**src/pwm_pkg.sv**
```systemverilog
// package: register map, field layout and state for the four-channel modulator
package pwm_pkg;
  // printed register offsets (bytes, all multiples of four -> indices)
  localparam logic [7:0] idx_modulator_control = 8'hf1;
  localparam logic [7:0] idx_prescale_ch3 = 8'hf2;
  localparam logic [7:0] idx_duty_ch2 = 8'hf4;
  localparam logic [7:0] idx_duty_ch3 = 8'hf5;
  localparam logic [7:0] idx_prescale_ch2 = 8'hf6;
  localparam logic [7:0] idx_prescale_ch1 = 8'hfb;
  localparam logic [7:0] idx_duty_ch0 = 8'hfc;
  localparam logic [7:0] idx_duty_ch1 = 8'hfd;
  localparam logic [7:0] idx_prescale_ch0 = 8'hfe;
  // control register fields
  localparam int bit_out0_enable = 0;
  localparam int bit_out1_enable = 1;
  localparam int bit_module_a_single_select = 2;
  localparam int bit_out2_enable = 4;
  localparam int bit_out3_enable = 5;
  localparam int bit_module_b_single_select = 6;
  localparam int bit_global_disable = 7;
  localparam logic [7:0] control_used_mask = 8'hf7;
  // reset values
  localparam logic [7:0] control_reset = 8'h80;
  localparam logic [7:0] prescale_reset = 8'h00;
  localparam logic [7:0] duty_reset = 8'h00;
  // counter wraps after this value (modulo 255)
  localparam logic [7:0] count_last = 8'hfe;
  localparam logic [7:0] zero8 = 8'h00;
  // apb: one-cycle answer, no wait states
  typedef enum logic [1:0] {
    apb_idle_type_st = 2'b01,
    apb_done_type_st = 2'b10
  } apb_state_type;
  typedef struct packed {
    logic [7:0] control;
    logic [3:0][7:0] prescale;
    logic [3:0][7:0] duty;
  } regs_type;
endpackage

```
**src/quad_pwm_generator.sv**
```systemverilog
// four-channel pulse width modulator with an apb register slave
`timescale 1ns/1ns
module quad_pwm_generator (
  // clock and reset
  input wire logic clock,
  input wire logic rstn,
  // apb slave
  input wire logic psel,
  input wire logic penable,
  input wire logic pwrite,
  input wire logic [11:0] paddr,
  input wire logic [31:0] pwdata,
  output logic [31:0] prdata,
  output logic pready,
  output logic pslverr,
  // push-pull modulator pins, port 4 bits 0 to 3
  output logic [3:0] port4_pin
);

  pwm_pkg::regs_type regs_reg, regs_next;
  pwm_pkg::apb_state_type apb_reg, apb_next;
  logic [31:0] prdata_reg, prdata_next;
  logic pslverr_reg, pslverr_next;
  logic half_reg, half_next;
  logic [3:0][7:0] pre_reg, pre_next;
  logic [3:0][7:0] cnt_reg, cnt_next;
  logic [3:0] pin_reg, pin_next;

  logic [9:0] word_index;
  logic addr_ok;
  logic hit;
  logic [7:0] sel_value;

  // register index is byte address over four
  assign word_index = paddr[11:2];

  // address decode and readback
  always_comb begin
    addr_ok = (paddr[1:0] == 2'b00) && (word_index[9:8] == 2'b00);
    hit = 1'b1;
    sel_value = 8'h00;
    unique case (word_index[7:0])
      pwm_pkg::idx_modulator_control: sel_value = regs_reg.control & pwm_pkg::control_used_mask;
      pwm_pkg::idx_prescale_ch0: sel_value = regs_reg.prescale[0];
      pwm_pkg::idx_prescale_ch1: sel_value = regs_reg.prescale[1];
      pwm_pkg::idx_prescale_ch2: sel_value = regs_reg.prescale[2];
      pwm_pkg::idx_prescale_ch3: sel_value = regs_reg.prescale[3];
      pwm_pkg::idx_duty_ch0: sel_value = regs_reg.duty[0];
      pwm_pkg::idx_duty_ch1: sel_value = regs_reg.duty[1];
      pwm_pkg::idx_duty_ch2: sel_value = regs_reg.duty[2];
      pwm_pkg::idx_duty_ch3: sel_value = regs_reg.duty[3];
      default: hit = 1'b0;
    endcase
    hit = hit && addr_ok;
  end

  // apb slave: setup cycle, then one access cycle answered at once
  always_comb begin
    apb_next = apb_reg;
    regs_next = regs_reg;
    prdata_next = prdata_reg;
    pslverr_next = pslverr_reg;
    unique case (apb_reg)
      pwm_pkg::apb_idle_type_st: begin
        if (psel && !penable) begin
          apb_next = pwm_pkg::apb_done_type_st;
          pslverr_next = !hit;
          prdata_next = (!pwrite && hit) ? {24'h00_0000, sel_value} : 32'h0000_0000;
        end
      end
      pwm_pkg::apb_done_type_st: begin
        apb_next = pwm_pkg::apb_idle_type_st;
        pslverr_next = 1'b0;
        prdata_next = 32'h0000_0000;
        if (psel && penable && pwrite && hit) begin
          // written values reach the comparators on the next cycle
          unique case (word_index[7:0])
            pwm_pkg::idx_modulator_control: regs_next.control = pwdata[7:0] & pwm_pkg::control_used_mask;
            pwm_pkg::idx_prescale_ch0: regs_next.prescale[0] = pwdata[7:0];
            pwm_pkg::idx_prescale_ch1: regs_next.prescale[1] = pwdata[7:0];
            pwm_pkg::idx_prescale_ch2: regs_next.prescale[2] = pwdata[7:0];
            pwm_pkg::idx_prescale_ch3: regs_next.prescale[3] = pwdata[7:0];
            pwm_pkg::idx_duty_ch0: regs_next.duty[0] = pwdata[7:0];
            pwm_pkg::idx_duty_ch1: regs_next.duty[1] = pwdata[7:0];
            pwm_pkg::idx_duty_ch2: regs_next.duty[2] = pwdata[7:0];
            pwm_pkg::idx_duty_ch3: regs_next.duty[3] = pwdata[7:0];
            default: regs_next = regs_reg;
          endcase
        end
      end
      default: apb_next = pwm_pkg::apb_idle_type_st;
    endcase
  end

  always_ff @(posedge clock or negedge rstn) begin
    if (!rstn) begin
      apb_reg <= pwm_pkg::apb_idle_type_st;
      regs_reg.control <= pwm_pkg::control_reset;
      regs_reg.prescale <= {4{pwm_pkg::prescale_reset}};
      regs_reg.duty <= {4{pwm_pkg::duty_reset}};
      prdata_reg <= 32'h0000_0000;
      pslverr_reg <= 1'b0;
    end else begin
      apb_reg <= apb_next;
      regs_reg <= regs_next;
      prdata_reg <= prdata_next;
      pslverr_reg <= pslverr_next;
    end
  end

  assign prdata = prdata_reg;
  assign pslverr = pslverr_reg;
  // one-hot state: the done bit is the ready flop itself
  assign pready = apb_reg[1];

  // modulation: four prescaler/counter slots; in dual mode slots 1 and 3 are
  // idle and channels 1 and 3 compare against slots 0 and 2
  logic disabled;
  logic [3:0] slot_runs;
  logic [3:0][7:0] cmp_count;

  always_comb begin
    disabled = regs_reg.control[pwm_pkg::bit_global_disable];
    slot_runs[0] = 1'b1;
    slot_runs[2] = 1'b1;
    slot_runs[1] = regs_reg.control[pwm_pkg::bit_module_a_single_select];
    slot_runs[3] = regs_reg.control[pwm_pkg::bit_module_b_single_select];
    // divide-by-two stage models the oscillator-over-two input clock
    half_next = disabled ? 1'b0 : !half_reg;
    pre_next = pre_reg;
    cnt_next = cnt_reg;
    for (int i = 0; i < 4; i++) begin
      if (disabled || !slot_runs[i]) begin
        pre_next[i] = pwm_pkg::zero8;
        cnt_next[i] = pwm_pkg::zero8;
      end else if (half_reg) begin
        if (pre_reg[i] >= regs_reg.prescale[i]) begin
          pre_next[i] = pwm_pkg::zero8;
          cnt_next[i] = (cnt_reg[i] == pwm_pkg::count_last) ? pwm_pkg::zero8 : cnt_reg[i] + 8'h01;
        end else begin
          pre_next[i] = pre_reg[i] + 8'h01;
        end
      end
    end
    // shared counters in dual mode
    cmp_count[0] = cnt_reg[0];
    cmp_count[2] = cnt_reg[2];
    cmp_count[1] = slot_runs[1] ? cnt_reg[1] : cnt_reg[0];
    cmp_count[3] = slot_runs[3] ? cnt_reg[3] : cnt_reg[2];
    for (int i = 0; i < 4; i++) begin
      // greater gives low, equal or less gives high; FFH never below counter
      pin_next[i] = !(regs_reg.duty[i] > cmp_count[i]);
    end
    // disabled or channel off: pin rests low
    if (disabled) begin
      pin_next = 4'h0;
    end
    if (!regs_reg.control[pwm_pkg::bit_out0_enable]) pin_next[0] = 1'b0;
    if (!regs_reg.control[pwm_pkg::bit_out1_enable]) pin_next[1] = 1'b0;
    if (!regs_reg.control[pwm_pkg::bit_out2_enable]) pin_next[2] = 1'b0;
    if (!regs_reg.control[pwm_pkg::bit_out3_enable]) pin_next[3] = 1'b0;
  end

  always_ff @(posedge clock or negedge rstn) begin
    if (!rstn) begin
      half_reg <= 1'b0;
      pre_reg <= {4{pwm_pkg::zero8}};
      cnt_reg <= {4{pwm_pkg::zero8}};
      pin_reg <= 4'h0;
    end else begin
      half_reg <= half_next;
      pre_reg <= pre_next;
      cnt_reg <= cnt_next;
      pin_reg <= pin_next;
    end
  end

  // always driven, no enable: pins serve only the modulator
  assign port4_pin = pin_reg;

endmodule

```
**config.mk**
```make
export PLATFORM = sky130hd
export DESIGN_NAME = quad_pwm_generator
export DESIGN_NICKNAME = d
export VERILOG_FILES = /design/src/pwm_pkg.sv /design/src/quad_pwm_generator.sv
export SDC_FILE = /design/constraint.sdc
export NUM_CORES = 1
export LEC_CHECK = 0
export BUFFER_PORTS_ARGS = -buffer_cell sky130_fd_sc_hd__buf_4
export CAP_MARGIN = 0
export CORE_MARGIN = 5
export CORE_UTILIZATION = 60
export CTS_CLUSTER_SIZE = 24
export DETAILED_ROUTE_END_ITERATION = 16
export PLACE_DENSITY = 0.8
export REMOVE_ABC_BUFFERS = 1
export SLEW_MARGIN = 20
export SYNTH_ARGS = -nofsm -noshare
export SYNTH_HDL_FRONTEND = slang
export SYNTH_SLANG_ARGS = --single-unit
```
**constraint.sdc**
```tcl
create_clock -name clock -period 3 [get_ports clock]
set_clock_uncertainty 0.1 [all_clocks]
set_input_delay 0.15 -clock clock [delete_from_list [all_inputs] [get_ports clock]]
set_output_delay 0.15 -clock clock [all_outputs]
set_load 0.02 [all_outputs]
```
-- After elaboration in Yosys (flattened, before gate mapping)
Index checks and enable logic that the tools add are counted.
- add/subtract/negate cells: 8
- reduce and logical (&&, ||, !) cells: 44
- equal/unequal tests: 16
- multiplexer cells: 45
- order comparisons: 8
- operators with widths (cell ; count):
    $mux W8 ; 31
    $eq A8 B8 Y1 const B ; 13
    $pmux W8 S9 ; 1
    $add A8 B1 Y8 const B ; 8
    $pmux W32 S2 ; 1
    $ge A8 B8 Y1 ; 4
    $gt A8 B8 Y1 ; 4
    $mux W32 ; 1
    $reduce_and A3 Y1 ; 9
    $reduce_bool A2 Y1 ; 8
    $logic_not A1 Y1 ; 10
    $reduce_and A2 Y1 ; 5
    $reduce_or A9 Y1 ; 1
    $logic_and A1 B1 Y1 ; 7
    $mux W1 ; 7
    $logic_not A2 Y1 ; 2
    $mux W2 ; 2
    $mux W4 ; 1
    $eq A2 B1 Y1 const B ; 1
    $eq A2 B2 Y1 const B ; 1
    $logic_or A1 B1 Y1 ; 2
    $ne A2 B2 Y1 const B ; 1
    $pmux W1 S2 ; 1
- register bits after elaboration: 175
- logic and storage cells: 143
- output and inout port bits: 38
- input port bits: 49

-- Longest topological paths before layout
Gate-level depths: netlist of run 1.
- depth in word-level cells: 8
- gate-level depth with buffers: 9
- depth with buffers taken out: 8

-- Worst setup path after synthesis of run 1
Ideal clock, no wire load.
- path type: flip-flop to flip-flop
- from: register pre_reg[0] (netlist bit)
- to: register pre_reg[2] (netlist bit)
- setup time: 0.079 ns
- period minus slack after synthesis: 2.275 ns
- arrival time: 2.095 ns
- buffers on the path: 1
- slack: 0.725 ns
- stages on the path, launching flop included: 9
- cells stage by stage: dfrtp_1 -> inv_1 -> ha_1 -> nand2b_1 -> a2111o_1 -> a2111oi_4 -> buf_2 -> nand3_1 -> mux2i_1
- word-level cells in the longest chain between the ends: 4
- ends and longest elaborated chain (what ; RTL line ; RTL):
    from (decl) ; quad_pwm_generator.sv:25 ; logic [3:0][7:0] pre_reg, pre_next;
    from (signal assigned) ; quad_pwm_generator.sv:167 ; pre_reg <= {4{pwm_pkg::zero8}};
    from (signal assigned) ; quad_pwm_generator.sv:172 ; pre_reg <= pre_next;
    $add A8 B1 Y8 / $ge A8 B8 Y1 (equally long branches) ; quad_pwm_generator.sv:141, quad_pwm_generator.sv:137 ;
    $mux W8 * ; quad_pwm_generator.sv:137 ; if (pre_reg[i] >= regs_reg.prescale[i]) begin
    $mux W8 * ; quad_pwm_generator.sv:136 ; end else if (half_reg) begin
    $mux W8 * ; quad_pwm_generator.sv:133 ; if (disabled || !slot_runs[i]) begin
Mark *: on every way between the ends. The rest lies on a longest branch, timed or not. The select of a mux whose other input is x is not followed.
A chain may end at the register's enable or synchronous reset.

-- Worst setup path after layout of run 1
- from: register pre_reg[16] (netlist bit)
- to: register cnt_reg (netlist bit cmp_count[22])
- word-level cells in the longest chain between the ends: 3
- ends and longest elaborated chain (what ; RTL line ; RTL):
    $ge A8 B8 Y1 ; quad_pwm_generator.sv:137 ;
    $reduce_bool A2 Y1 (no source line) ; -- ;
    $reduce_and A2 Y1 (no source line) ; -- ;
    to (signal assigned) ; quad_pwm_generator.sv:168 ; cnt_reg <= {4{pwm_pkg::zero8}};
    to (signal assigned) ; quad_pwm_generator.sv:173 ; cnt_reg <= cnt_next;
    to (decl) ; quad_pwm_generator.sv:26 ; logic [3:0][7:0] cnt_reg, cnt_next;
No other way between the ends.

==> reports/qor.txt, run 1 <==
Status - complete, no violations
Final Cycle Share - 83.33%
CTS tree - done
Clk network pwr share - 47.6%
Fin. Hold Viols - 0
Number of clock sinks - 151
Clock transition at path regs - 60 ps
Antenna Cells - 0
Reg2Reg Depth - 7
Row cnt - 45
Initial antenna violation count - 0
Synth Cell Area - 9368 sq um
CP startpoint kind - register
Die X - 135.0 um
Pwr Density - 451.3 nW/um^2
Gate Count Post-Synth - 928
CP arrival - 2710 ps
Highest Clock Rate - 400.0 MHz
IO Count - 87
Routed Antenna Nets - 0
Nets@finish - 1110
Final period demand of the worst path - 2500 ps
Mean Syn Cell Area - 10.09 sq um
Dpl cells - 1165
DR DRC count - 0
RSZ-0062 raised after global routing - false
R2r startpoint - pre_reg[16]
H-tree Lvls - 4
Largest net degree at the start of global routing - 64
Worst Hold End - apb_reg[0]
Core area - 15260 sq um
EDFF count, synth - 0
Non-Filler Instances - 1209
CTS root buffer - clkbuf_16
Worst Hold Class - in2reg
Count of final setup violators - 0
Number of global-route vias before repair - 7151
Via count - 7484
Die area - 18210 sq um
WL final - 23160 um
Final core occ - 69.45%
Leak - 4.909 nW
Initial Util - 61.39%
NetSw - 1.146 mW
Setup TNS - 0 ps
Worst VDD drop - 0.3767 mV
Gates resized, CTS repair - 0
Launch point of the worst path - pre_reg[16]
Synthesis-stage register bit count - 151
Seq. cell area - 3781 sq um
Via-per-instance ratio - 6.190
Fillers - 1085
Crit path capture type - register
Drt first pass iters - 6
Max reg flops - 70
Post-Synth XOR/XNOR Area - 1.776%
Clock Tree Buf Depth - 2
MaxCap Viol Count - 0
R2R Setup Slk - 500 ps
Logic gate share of total power - 8.1%
Slew Limit Fails - 0
Yosys warns - 0
Post-synthesis simple-gate area fraction - 16.79%
CP max FO - 12
GRT Residual Overflow - 0
First-pass GRT wire length - 37380 um
Area Growth Syn to Fin - 13.13%
Worst flop-to-flop path endpoint - cmp_count[22]
Layout cells sized above 1 - 17.33%
Pwr Total - 4.783 mW
Num CTS Buffers - 17
Seq/Total Area, Yosys - 40.36%
Initial DRC count - 883
WL/cell - 19.15 um
Area occupied by multi-input gates - 5120 sq um
Hold_sp - psel
Ys flop type - dfrtp_1
Ys async rst share - 100.0%
PortBufs - 38
GRT Resource Usage Total - 25.93%
Final HPWL DP - 16480 um
Slew at the pin closest to its max-slew limit - 786.9 ps
Chip Height - 135.0 um
Netlist cell types - 75
Post-Synth Adder-Cell Area - 10.15%
Switching Share - 23.96%
Post-synthesis mux area share - 10.31%
CP Class - reg2reg
Seq pwr share - 44.2%
Clock latency on the worst-skew pair - 430 ps
Routability cong. - 0.9634
Hold depth - 3
Req. time, crit path - 3210 ps
Complex-gate fraction of the synthesized area - 14.67%
Internal - 3.637 mW
Main combinational cell family by area after synthesis - simple AND/OR/NAND/NOR gates
Slew headroom - 47.43%
## metrics by stage
step	hold slack [ps]	area [sq um]	setup slack (ps)
after floorplan	-245.6	9153	596.1
after global placement	75.64	9846	633.0
after detailed placement	76.77	9846	557.3
after CTS	49.96	10600	487.5
after global routing	92.58	10600	360.0
final	66.18	10600	500.1
## synthesized netlist by cell type (all sizes together) (11+ instances only)
cell / n / share of area [%]
buf: 35 / 2.5
dfrtp: 149 / 40
nor2: 55 / 2.3
o31ai: 23 / 1.8
inv: 67 / 2.7
a21oi: 25 / 1.5
nand4: 26 / 1.8
and3: 11 / 0.73
nand3: 38 / 2.1
mux2: 60 / 7.2
xor2: 11 / 1.0
nand2b: 17 / 1.1
mux2i: 29 / 3.1
nand2: 62 / 2.6
clkbuf: 17 / 0.68
nor2b: 23 / 1.5
a22o: 15 / 1.4
o21ai: 53 / 2.8
o22ai: 11 / 0.73
ha: 76 / 10
## power groups by stage
| stage | Combinational (mW) | Sequential, mW | Clock (mW) |
|---|---|---|---|
| 4_1_cts | 0.385 | 2.11 | 2.30 |
| 2_1_floorplan | 0.205 | 2.14 | 0 |
| 5_1_grt | 0.430 | 2.12 | 2.38 |
| 3_5_place_dp | 0.370 | 2.15 | 0 |
| 3_3_place_gp | 0.362 | 2.15 | 0 |
| 6_report | 0.388 | 2.12 | 2.28 |
## cells by family (layout without fill, tap and decap cells)
logic type	count (synthesis)	count (layout)
xor+xnor	19	19
other cells	1	24
buf+inv	119	166
mux	89	89
flops	151	151
compound gates	194	194
fa+ha+maj	76	76
simple gates	279	279
## worst max-delay path, cell delays in order, from the launching register on
cell and delay [ps]:
dfrtp_1 390, inv_1 90, ha_1 280, nand2b_1 160
a2111oi_0 610, o31a_1 480, or4_1 190, nand3_1 90
## cell usage in the layout (no fill, tap or decap), types with 23 or more instances in the layout
cell       n
a21oi_1   24
buf_4     53
conb_1    24
dfrtp_1  149
ha_1      76
inv_1     67
mux2_2    60
mux2i_1   29
nand2_1   61
nand3_1   37
nand4_1   25
nor2_1    54
nor2b_1   23
o21ai_0   52
o31ai_1   23
## how the worst max path moves through the flow
stage	end	cells past startpoint
floorplan	cmp_count[3]	7
global placement	cmp_count[23]	7
detailed placement	cmp_count[22]	7
CTS	cmp_count[22]	7
global route	cmp_count[22]	7
finish	cmp_count[22]	7
## what timing repair did
item,in CTS,in global routing
buffers inserted,0,0
hold buffers,12,0
endpoints found under the hold margin,124,0
## layout make-up
class,count,share of cell area (%)
Tap cell,211,2.491
Clock inverter,12,1.653
Multi-Input combinational cell,681,48.31
Clock buffer,20,4.309
Timing Repair Buffer,67,5.183
Inverter,67,2.373
Sequential cell,151,35.68
## routing by layer
metal  GRT usage, %  vias to the layer above  wire, um
li1               -                     3464         -
met1          36.24                     3681     10290
met2          39.74                      289     10650
met3          5.030                       50      1495
met4          10.86                        0       713
met5              0                        -         0
(Power assumes the default switching activity.)
==> run 2, diff against run 1 <==
==> constraint.sdc (replaced) <==
create_clock -name clock -period 2.5 [get_ports clock]
set_clock_uncertainty 0.1 [all_clocks]
set_input_delay 0.125 -clock clock [delete_from_list [all_inputs] [get_ports clock]]
set_output_delay 0.125 -clock clock [all_outputs]
set_load 0.02 [all_outputs]
==> reports/qor.txt, run 2 (synthesis results as in run 1) <==
Status - complete, no violations
Via-per-instance ratio - 6.165 (-0.40%)
CP Class - reg2reg
Core area - 15260 sq um (unchanged)
Die X - 135.0 um (unchanged)
DR WL met3 - 1511 um (+1.1%)
Die area - 18210 sq um (unchanged)
Slew Limit Fails - 0 (unchanged)
H-tree Lvls - 4 (unchanged)
Largest net degree at the start of global routing - 66 (+3.1%)
Initial DRC count - 922 (+4.4%)
Slew headroom - 47.11% (-0.33 points)
Via count - 7528 (+0.59%)
First-pass GRT wire length - 38540 um (+3.1%)
Row cnt - 45 (unchanged)
Hold depth - 3 (unchanged)
Nets@finish - 1122 (+1.1%)
CP startpoint kind - register
Area Growth Syn to Fin - 14.40%
Antenna Cells - 0 (unchanged)
WL/cell - 19.60 um (+2.3%)
Final HPWL DP - 16730 um (+1.5%)
Clock Tree Buf Depth - 2 (unchanged)
Reg2Reg Depth - 9 (+2)
GRT Resource Usage Total - 26.93% (+1.0 points)
Req. time, crit path - 2710 ps (-500 ps)
DP Worst Slack - 124.4 ps (-432.9 ps)
Drt first pass iters - 6 (unchanged)
Highest Clock Rate - 421.5 MHz (+5.4%)
Routed Antenna Nets - 0 (unchanged)
Max reg flops - 70 (unchanged)
Slew at the pin closest to its max-slew limit - 791.8 ps (+4.898 ps)
PortBufs - 38 (unchanged)
Fin. Hold Viols - 0 (unchanged)
CP arrival - 2580 ps (-130 ps)
Routability cong. - 0.9334 (-3.1%)
WL final - 23930 um (+3.3%)
Num CTS Buffers - 17 (unchanged)
Number of clock sinks - 151 (unchanged)
Pwr Total - 5.896 mW (+23%)
Count of final setup violators - 0 (unchanged)
CTS tree - done
Initial Util - 61.39% (unchanged)
CTS root buffer - clkbuf_16
IO Count - 87 (unchanged)
GRT Residual Overflow - 0 (unchanged)
M1 WL - 10380 um (+0.84%)
Worst flop-to-flop path endpoint - cmp_count[21]
Commonest non-fill, non-tap cell in the layout - dfrtp_1
Clock transition at path regs - 60 ps (about the same)
Pwr Density - 550.2 nW/um^2 (+22%)
Crit path capture type - register
Metal2 WL - 11290 um (+6.0%)
MaxCap Viol Count - 0 (unchanged)
Most frequent cells in the layout - dfrtp_1, ha_1, inv_1, buf_4, nand2_1
R2R Setup Slk - 130 ps (-370 ps)
Clock latency on the worst-skew pair - 430 ps (about the same)
WHS - 13.25 ps (-52.94 ps)
Worst Hold End - apb_reg[1]
Leak - 4.987 nW (+1.6%)
Top Layer Used - met4
Chip Height - 135.0 um (unchanged)
CP max FO - 9 (-3)
R2r startpoint - pre_reg[16]
Initial antenna violation count - 0 (unchanged)
Number of global-route vias before repair - 7280 (+1.8%)
Final period demand of the worst path - 2373 ps (-127.4 ps)
Hold_sp - psel
DR DRC count - 0 (unchanged)
Setup TNS - 0 ps (unchanged)
Final setup margin - 127.4 ps (-372.6 ps)
Final Cycle Share - 94.90% (+12 points)
Worst VDD drop - 0.5055 mV (+34%)
Layout cells sized above 1 - 18.51% (+1.2 points)
Worst Hold Class - in2reg
==> run 2: how the worst max path moves through the flow <==
| stage | startpoint | endpoint | slack [ps] | cells past startpoint |
|---|---|---|---|---|
| 5_1_grt | pre_reg[16] | cmp_count[21] | -60 | 9 |
| 4_1_cts | pre_reg[16] | cmp_count[21] | 100 | 9 |
| 6_report | pre_reg[16] | cmp_count[21] | 130 | 9 |
| 3_3_place_gp | pre_reg[0] | pre_reg[2] | 210 | 8 |
| 2_1_floorplan | pre_reg[0] | cmp_count[3] | 100 | 7 |
| 3_5_place_dp | pre_reg[16] | cmp_count[20] | 120 | 8 |
==> run 2: where the power goes <==
part           switching, mW  leakage [nW]  total (mW)  internal (mW)
clock network           1.08         0.317        2.88           1.81
logic                  0.309          2.67       0.475          0.165
registers             0.0580          2.00        2.54           2.48
total                   1.44          4.99        5.90           4.45
==> run 2: routing by layer <==
layer	track usage (%)	vias to the layer above
met5	0	-
met4	10.02	0
met3	5.216	63
met2	42.75	278
met1	36.89	3700
li1	-	3487
==> run 2: repair_timing <==
action                                 CTS  global route
setup endpoints to repair                0             9
gates resized for setup                  0             1
buffers inserted                         0             0
hold buffers                            11             0
endpoints found under the hold margin  131             0
==> run 2: cell type report <==
cell class | instances | area (sq um)
clock inverters | 14 | 222.7
well taps | 211 | 264.0
multi-input cells | 681 | 5121
flip-flops and latches | 151 | 3781
repair buffers | 79 | 636.9
clock buffers | 18 | 439.2
inverters | 67 | 251.5
fillers | 1096 | 4542
==> run 2: metrics by stage <==
stage	instance area (sq um)	std cells	utilization, %
global route	10720	1221	70.23
CTS	10720	1221	70.23
floorplan	9153	899	-
detailed placement	9943	1178	65.17
global placement	9943	1178	65.17
finish	10720	1221	70.23
==> run 2: critical path, stage by stage (launching register included) <==
cell and delay [ps]:
dfrtp_1 390, inv_1 80, ha_1 260, nand2b_1 140
a2111oi_1 620, o31ai_1 170, buf_4 200, nand3_1 80
buf_4 130, o21ai_0 90
==> run 3, diff against run 2 <==
--- a/config.mk
+++ b/config.mk
@@ -7,11 +7,13 @@
 export LEC_CHECK = 0
 export BUFFER_PORTS_ARGS = -buffer_cell sky130_fd_sc_hd__buf_4
 export CAP_MARGIN = 0
+export CELL_PAD_IN_SITES_DETAIL_PLACEMENT = 0
+export CELL_PAD_IN_SITES_GLOBAL_PLACEMENT = 1
 export CORE_MARGIN = 5
-export CORE_UTILIZATION = 60
+export CORE_UTILIZATION = 47
 export CTS_CLUSTER_SIZE = 24
 export DETAILED_ROUTE_END_ITERATION = 16
-export PLACE_DENSITY = 0.8
+export PLACE_DENSITY_LB_ADDON = 0.1
 export REMOVE_ABC_BUFFERS = 1
 export SLEW_MARGIN = 20
 export SYNTH_ARGS = -nofsm -noshare
==> constraint.sdc (replaced) <==
create_clock -name clock -period 2.5 [get_ports clock]
set_clock_uncertainty 0.1 [all_clocks]
set_input_delay 0.25 -clock clock [delete_from_list [all_inputs] [get_ports clock]]
set_output_delay 0.25 -clock clock [all_outputs]
set_load 0.02 [all_outputs]
==> reports/qor.txt, run 3 (synthesis results as in run 1) <==
Clock latency on the worst-skew pair - 430 ps (about the same)
Antenna Cells - 0 (unchanged)
CTS root buffer - clkbuf_16
Number of clock sinks - 151 (unchanged)
Drt first pass iters - 5 (-1)
Final core occ - 54.38% (-16 points)
Crit path capture type - register
Final period demand of the worst path - 2391 ps (+18.20 ps)
Die X - 151.2 um (+12%)
Dpl cells - 1232 (+4.6%)
Hold depth - 2 (-1)
Hold_sp - psel
Worst flop-to-flop path endpoint - cnt_reg[30]
Layout cells sized above 1 - 18.38% (-0.13 points)
Reg2Reg Depth - 7 (-2)
CP cell instances - ha_1 > a211oi_1 > nor2_1 > a2111oi_4 > buf_4 > o41ai_1 > a22o_1
Pwr Density - 522.8 nW/um^2 (-5.0%)
Slew at the pin closest to its max-slew limit - 769.7 ps (-22.11 ps)
Max reg flops - 70 (unchanged)
Post-cts hold buffer count - 2 (-9)
Number of global-route vias before repair - 7307 (+0.37%)
WL final - 25500 um (+6.6%)
Clock transition at path regs - 70 ps (about the same)
Largest net degree at the start of global routing - 66 (unchanged)
Via-per-instance ratio - 5.821 (-5.6%)
Commonest non-fill, non-tap cell in the layout - dfrtp_1
WL/cell - 20.14 um (+2.8%)
CTS tree - done
Initial antenna violation count - 1 (+1)
Slowest cell on crit path - a2111oi_4
GRT Resource Usage Total - 23.00% (-3.9 points)
Clock Tree Buf Depth - 2 (unchanged)
Setup TNS - 0 ps (unchanged)
Num CTS Buffers - 17 (unchanged)
Final HPWL DP - 19020 um (+14%)
Leak - 4.902 nW (-1.7%)
Final Cycle Share - 95.63% (+0.73 points)
Slew Limit Fails - 0 (unchanged)
Slew headroom - 48.58% (+1.5 points)
Fin. Hold Viols - 0 (unchanged)
Most frequent cells in the layout - dfrtp_1, ha_1, inv_1, buf_4, nand2_1
Gates resized, CTS repair - 0 (unchanged)
Highest Clock Rate - 418.3 MHz (-0.76%)
Via count - 7369 (-2.1%)
Non-Filler Instances - 1266 (+3.7%)
Crit-path max cell delay - 480 ps (-140 ps)
CP Class - reg2reg
IO Count - 87 (unchanged)
Setup Fix Bufs, Post-CTS - 0 (unchanged)
DR DRC count - 0 (unchanged)
Count of final setup violators - 0 (unchanged)
Area Growth Syn to Fin - 13.36%
CP startpoint kind - register
Worst VDD drop - 0.3652 mV (-28%)
R2R Setup Slk - 110 ps (-20 ps)
Initial Util - 47.98% (-13 points)
Fillers - 1769 (+61%)
CP max FO - 6 (-3)
Row cnt - 51 (+13%)
Area occupied by multi-input gates - 5120 sq um (about the same)
Chip Height - 151.2 um (+12%)
Worst Hold Class - in2reg
First-pass GRT wire length - 40320 um (+4.6%)
Status - complete, no violations
Worst Hold End - apb_reg[1]
Routed Antenna Nets - 0 (unchanged)
Core area - 19530 sq um (+28%)
Nets@finish - 1113 (-0.80%)
Routability cong. - 0.8999 (-3.6%)
PortBufs - 38 (unchanged)
H-tree Lvls - 4 (unchanged)
Initial DRC count - 597 (-35%)
GRT Residual Overflow - 0 (unchanged)
MaxCap Viol Count - 0 (unchanged)
RSZ-0062 raised after global routing - false
Die area - 22860 sq um (+25%)
R2r startpoint - pre_reg[29]
Req. time, crit path - 2710 ps (about the same)
CP arrival - 2600 ps (+20 ps)
Seq. cell area - 3781 sq um (unchanged)
run 3: cell types whose count changed in the layout (fill, tap and decap cells not counted), sizes merged:
| cell | delta |
|---|---|
| dlygate4sd3 | -9 |
| clkinv | -2 |
| clkbuf | +3 |
| inv | -1 |
| bufinv | -3 |
| clkinvlp | +3 |
run 3: where the power goes:
part,internal (mW),leakage [nW],switching (mW)
clock network,1.50,0.266,1.05
logic,0.158,2.63,0.303
registers,2.48,2.00,0.0618
run 3: final cells by class:
class	instances	share of cell area (%)
multi-input cells	681	48.22
flip-flops and latches	151	35.61
clock buffers	21	4.242
well taps	265	3.122
repair buffers	70	5.267
clock inverters	11	1.178
inverters	67	2.368
run 3: worst max-delay path, delay by kind of cell, from the launching register on:
kind | cells | cell delay [ps]
AOI/OAI and AO/OA | 4 | 1070
DFF | 1 | 430
adders and majority gates | 1 | 330
buffers and inverters | 1 | 220
and+or+nand+nor | 1 | 120
run 3: per-layer routing:
| layer | wire length [um] | track usage [%] |
|---|---|---|
| met1 | 12140 | 32.83 |
| met2 | 11570 | 35.67 |
| met3 | 1298 | 4.578 |
| met4 | 488 | 6.437 |
| met5 | 0 | 0 |
run 3: how the worst max path moves through the flow:
stage	to	from	slack (ps)	depth (start not counted)
floorplan	cmp_count[3]	pre_reg[0]	100	7
global placement	cnt_reg[30]	pre_reg[26]	180	7
detailed placement	cmp_count[3]	regs_reg[32]	150	7
CTS	cnt_reg[30]	pre_reg[29]	70	7
global route	cnt_reg[30]	pre_reg[29]	2	7
finish	cnt_reg[30]	pre_reg[29]	110	7
run 3: per-stage QoR:
stage	power, mW	setup slack [ps]	hold WS, ps	cell area (sq um)
detailed placement	3.044	149.7	199.7	10020
floorplan	2.810	96.06	-145.6	9153
global placement	3.020	182.9	191.1	10020
global route	5.750	2.466	57.06	10620
finish	5.552	109.2	58.64	10620
CTS	5.587	67.02	42.64	10620
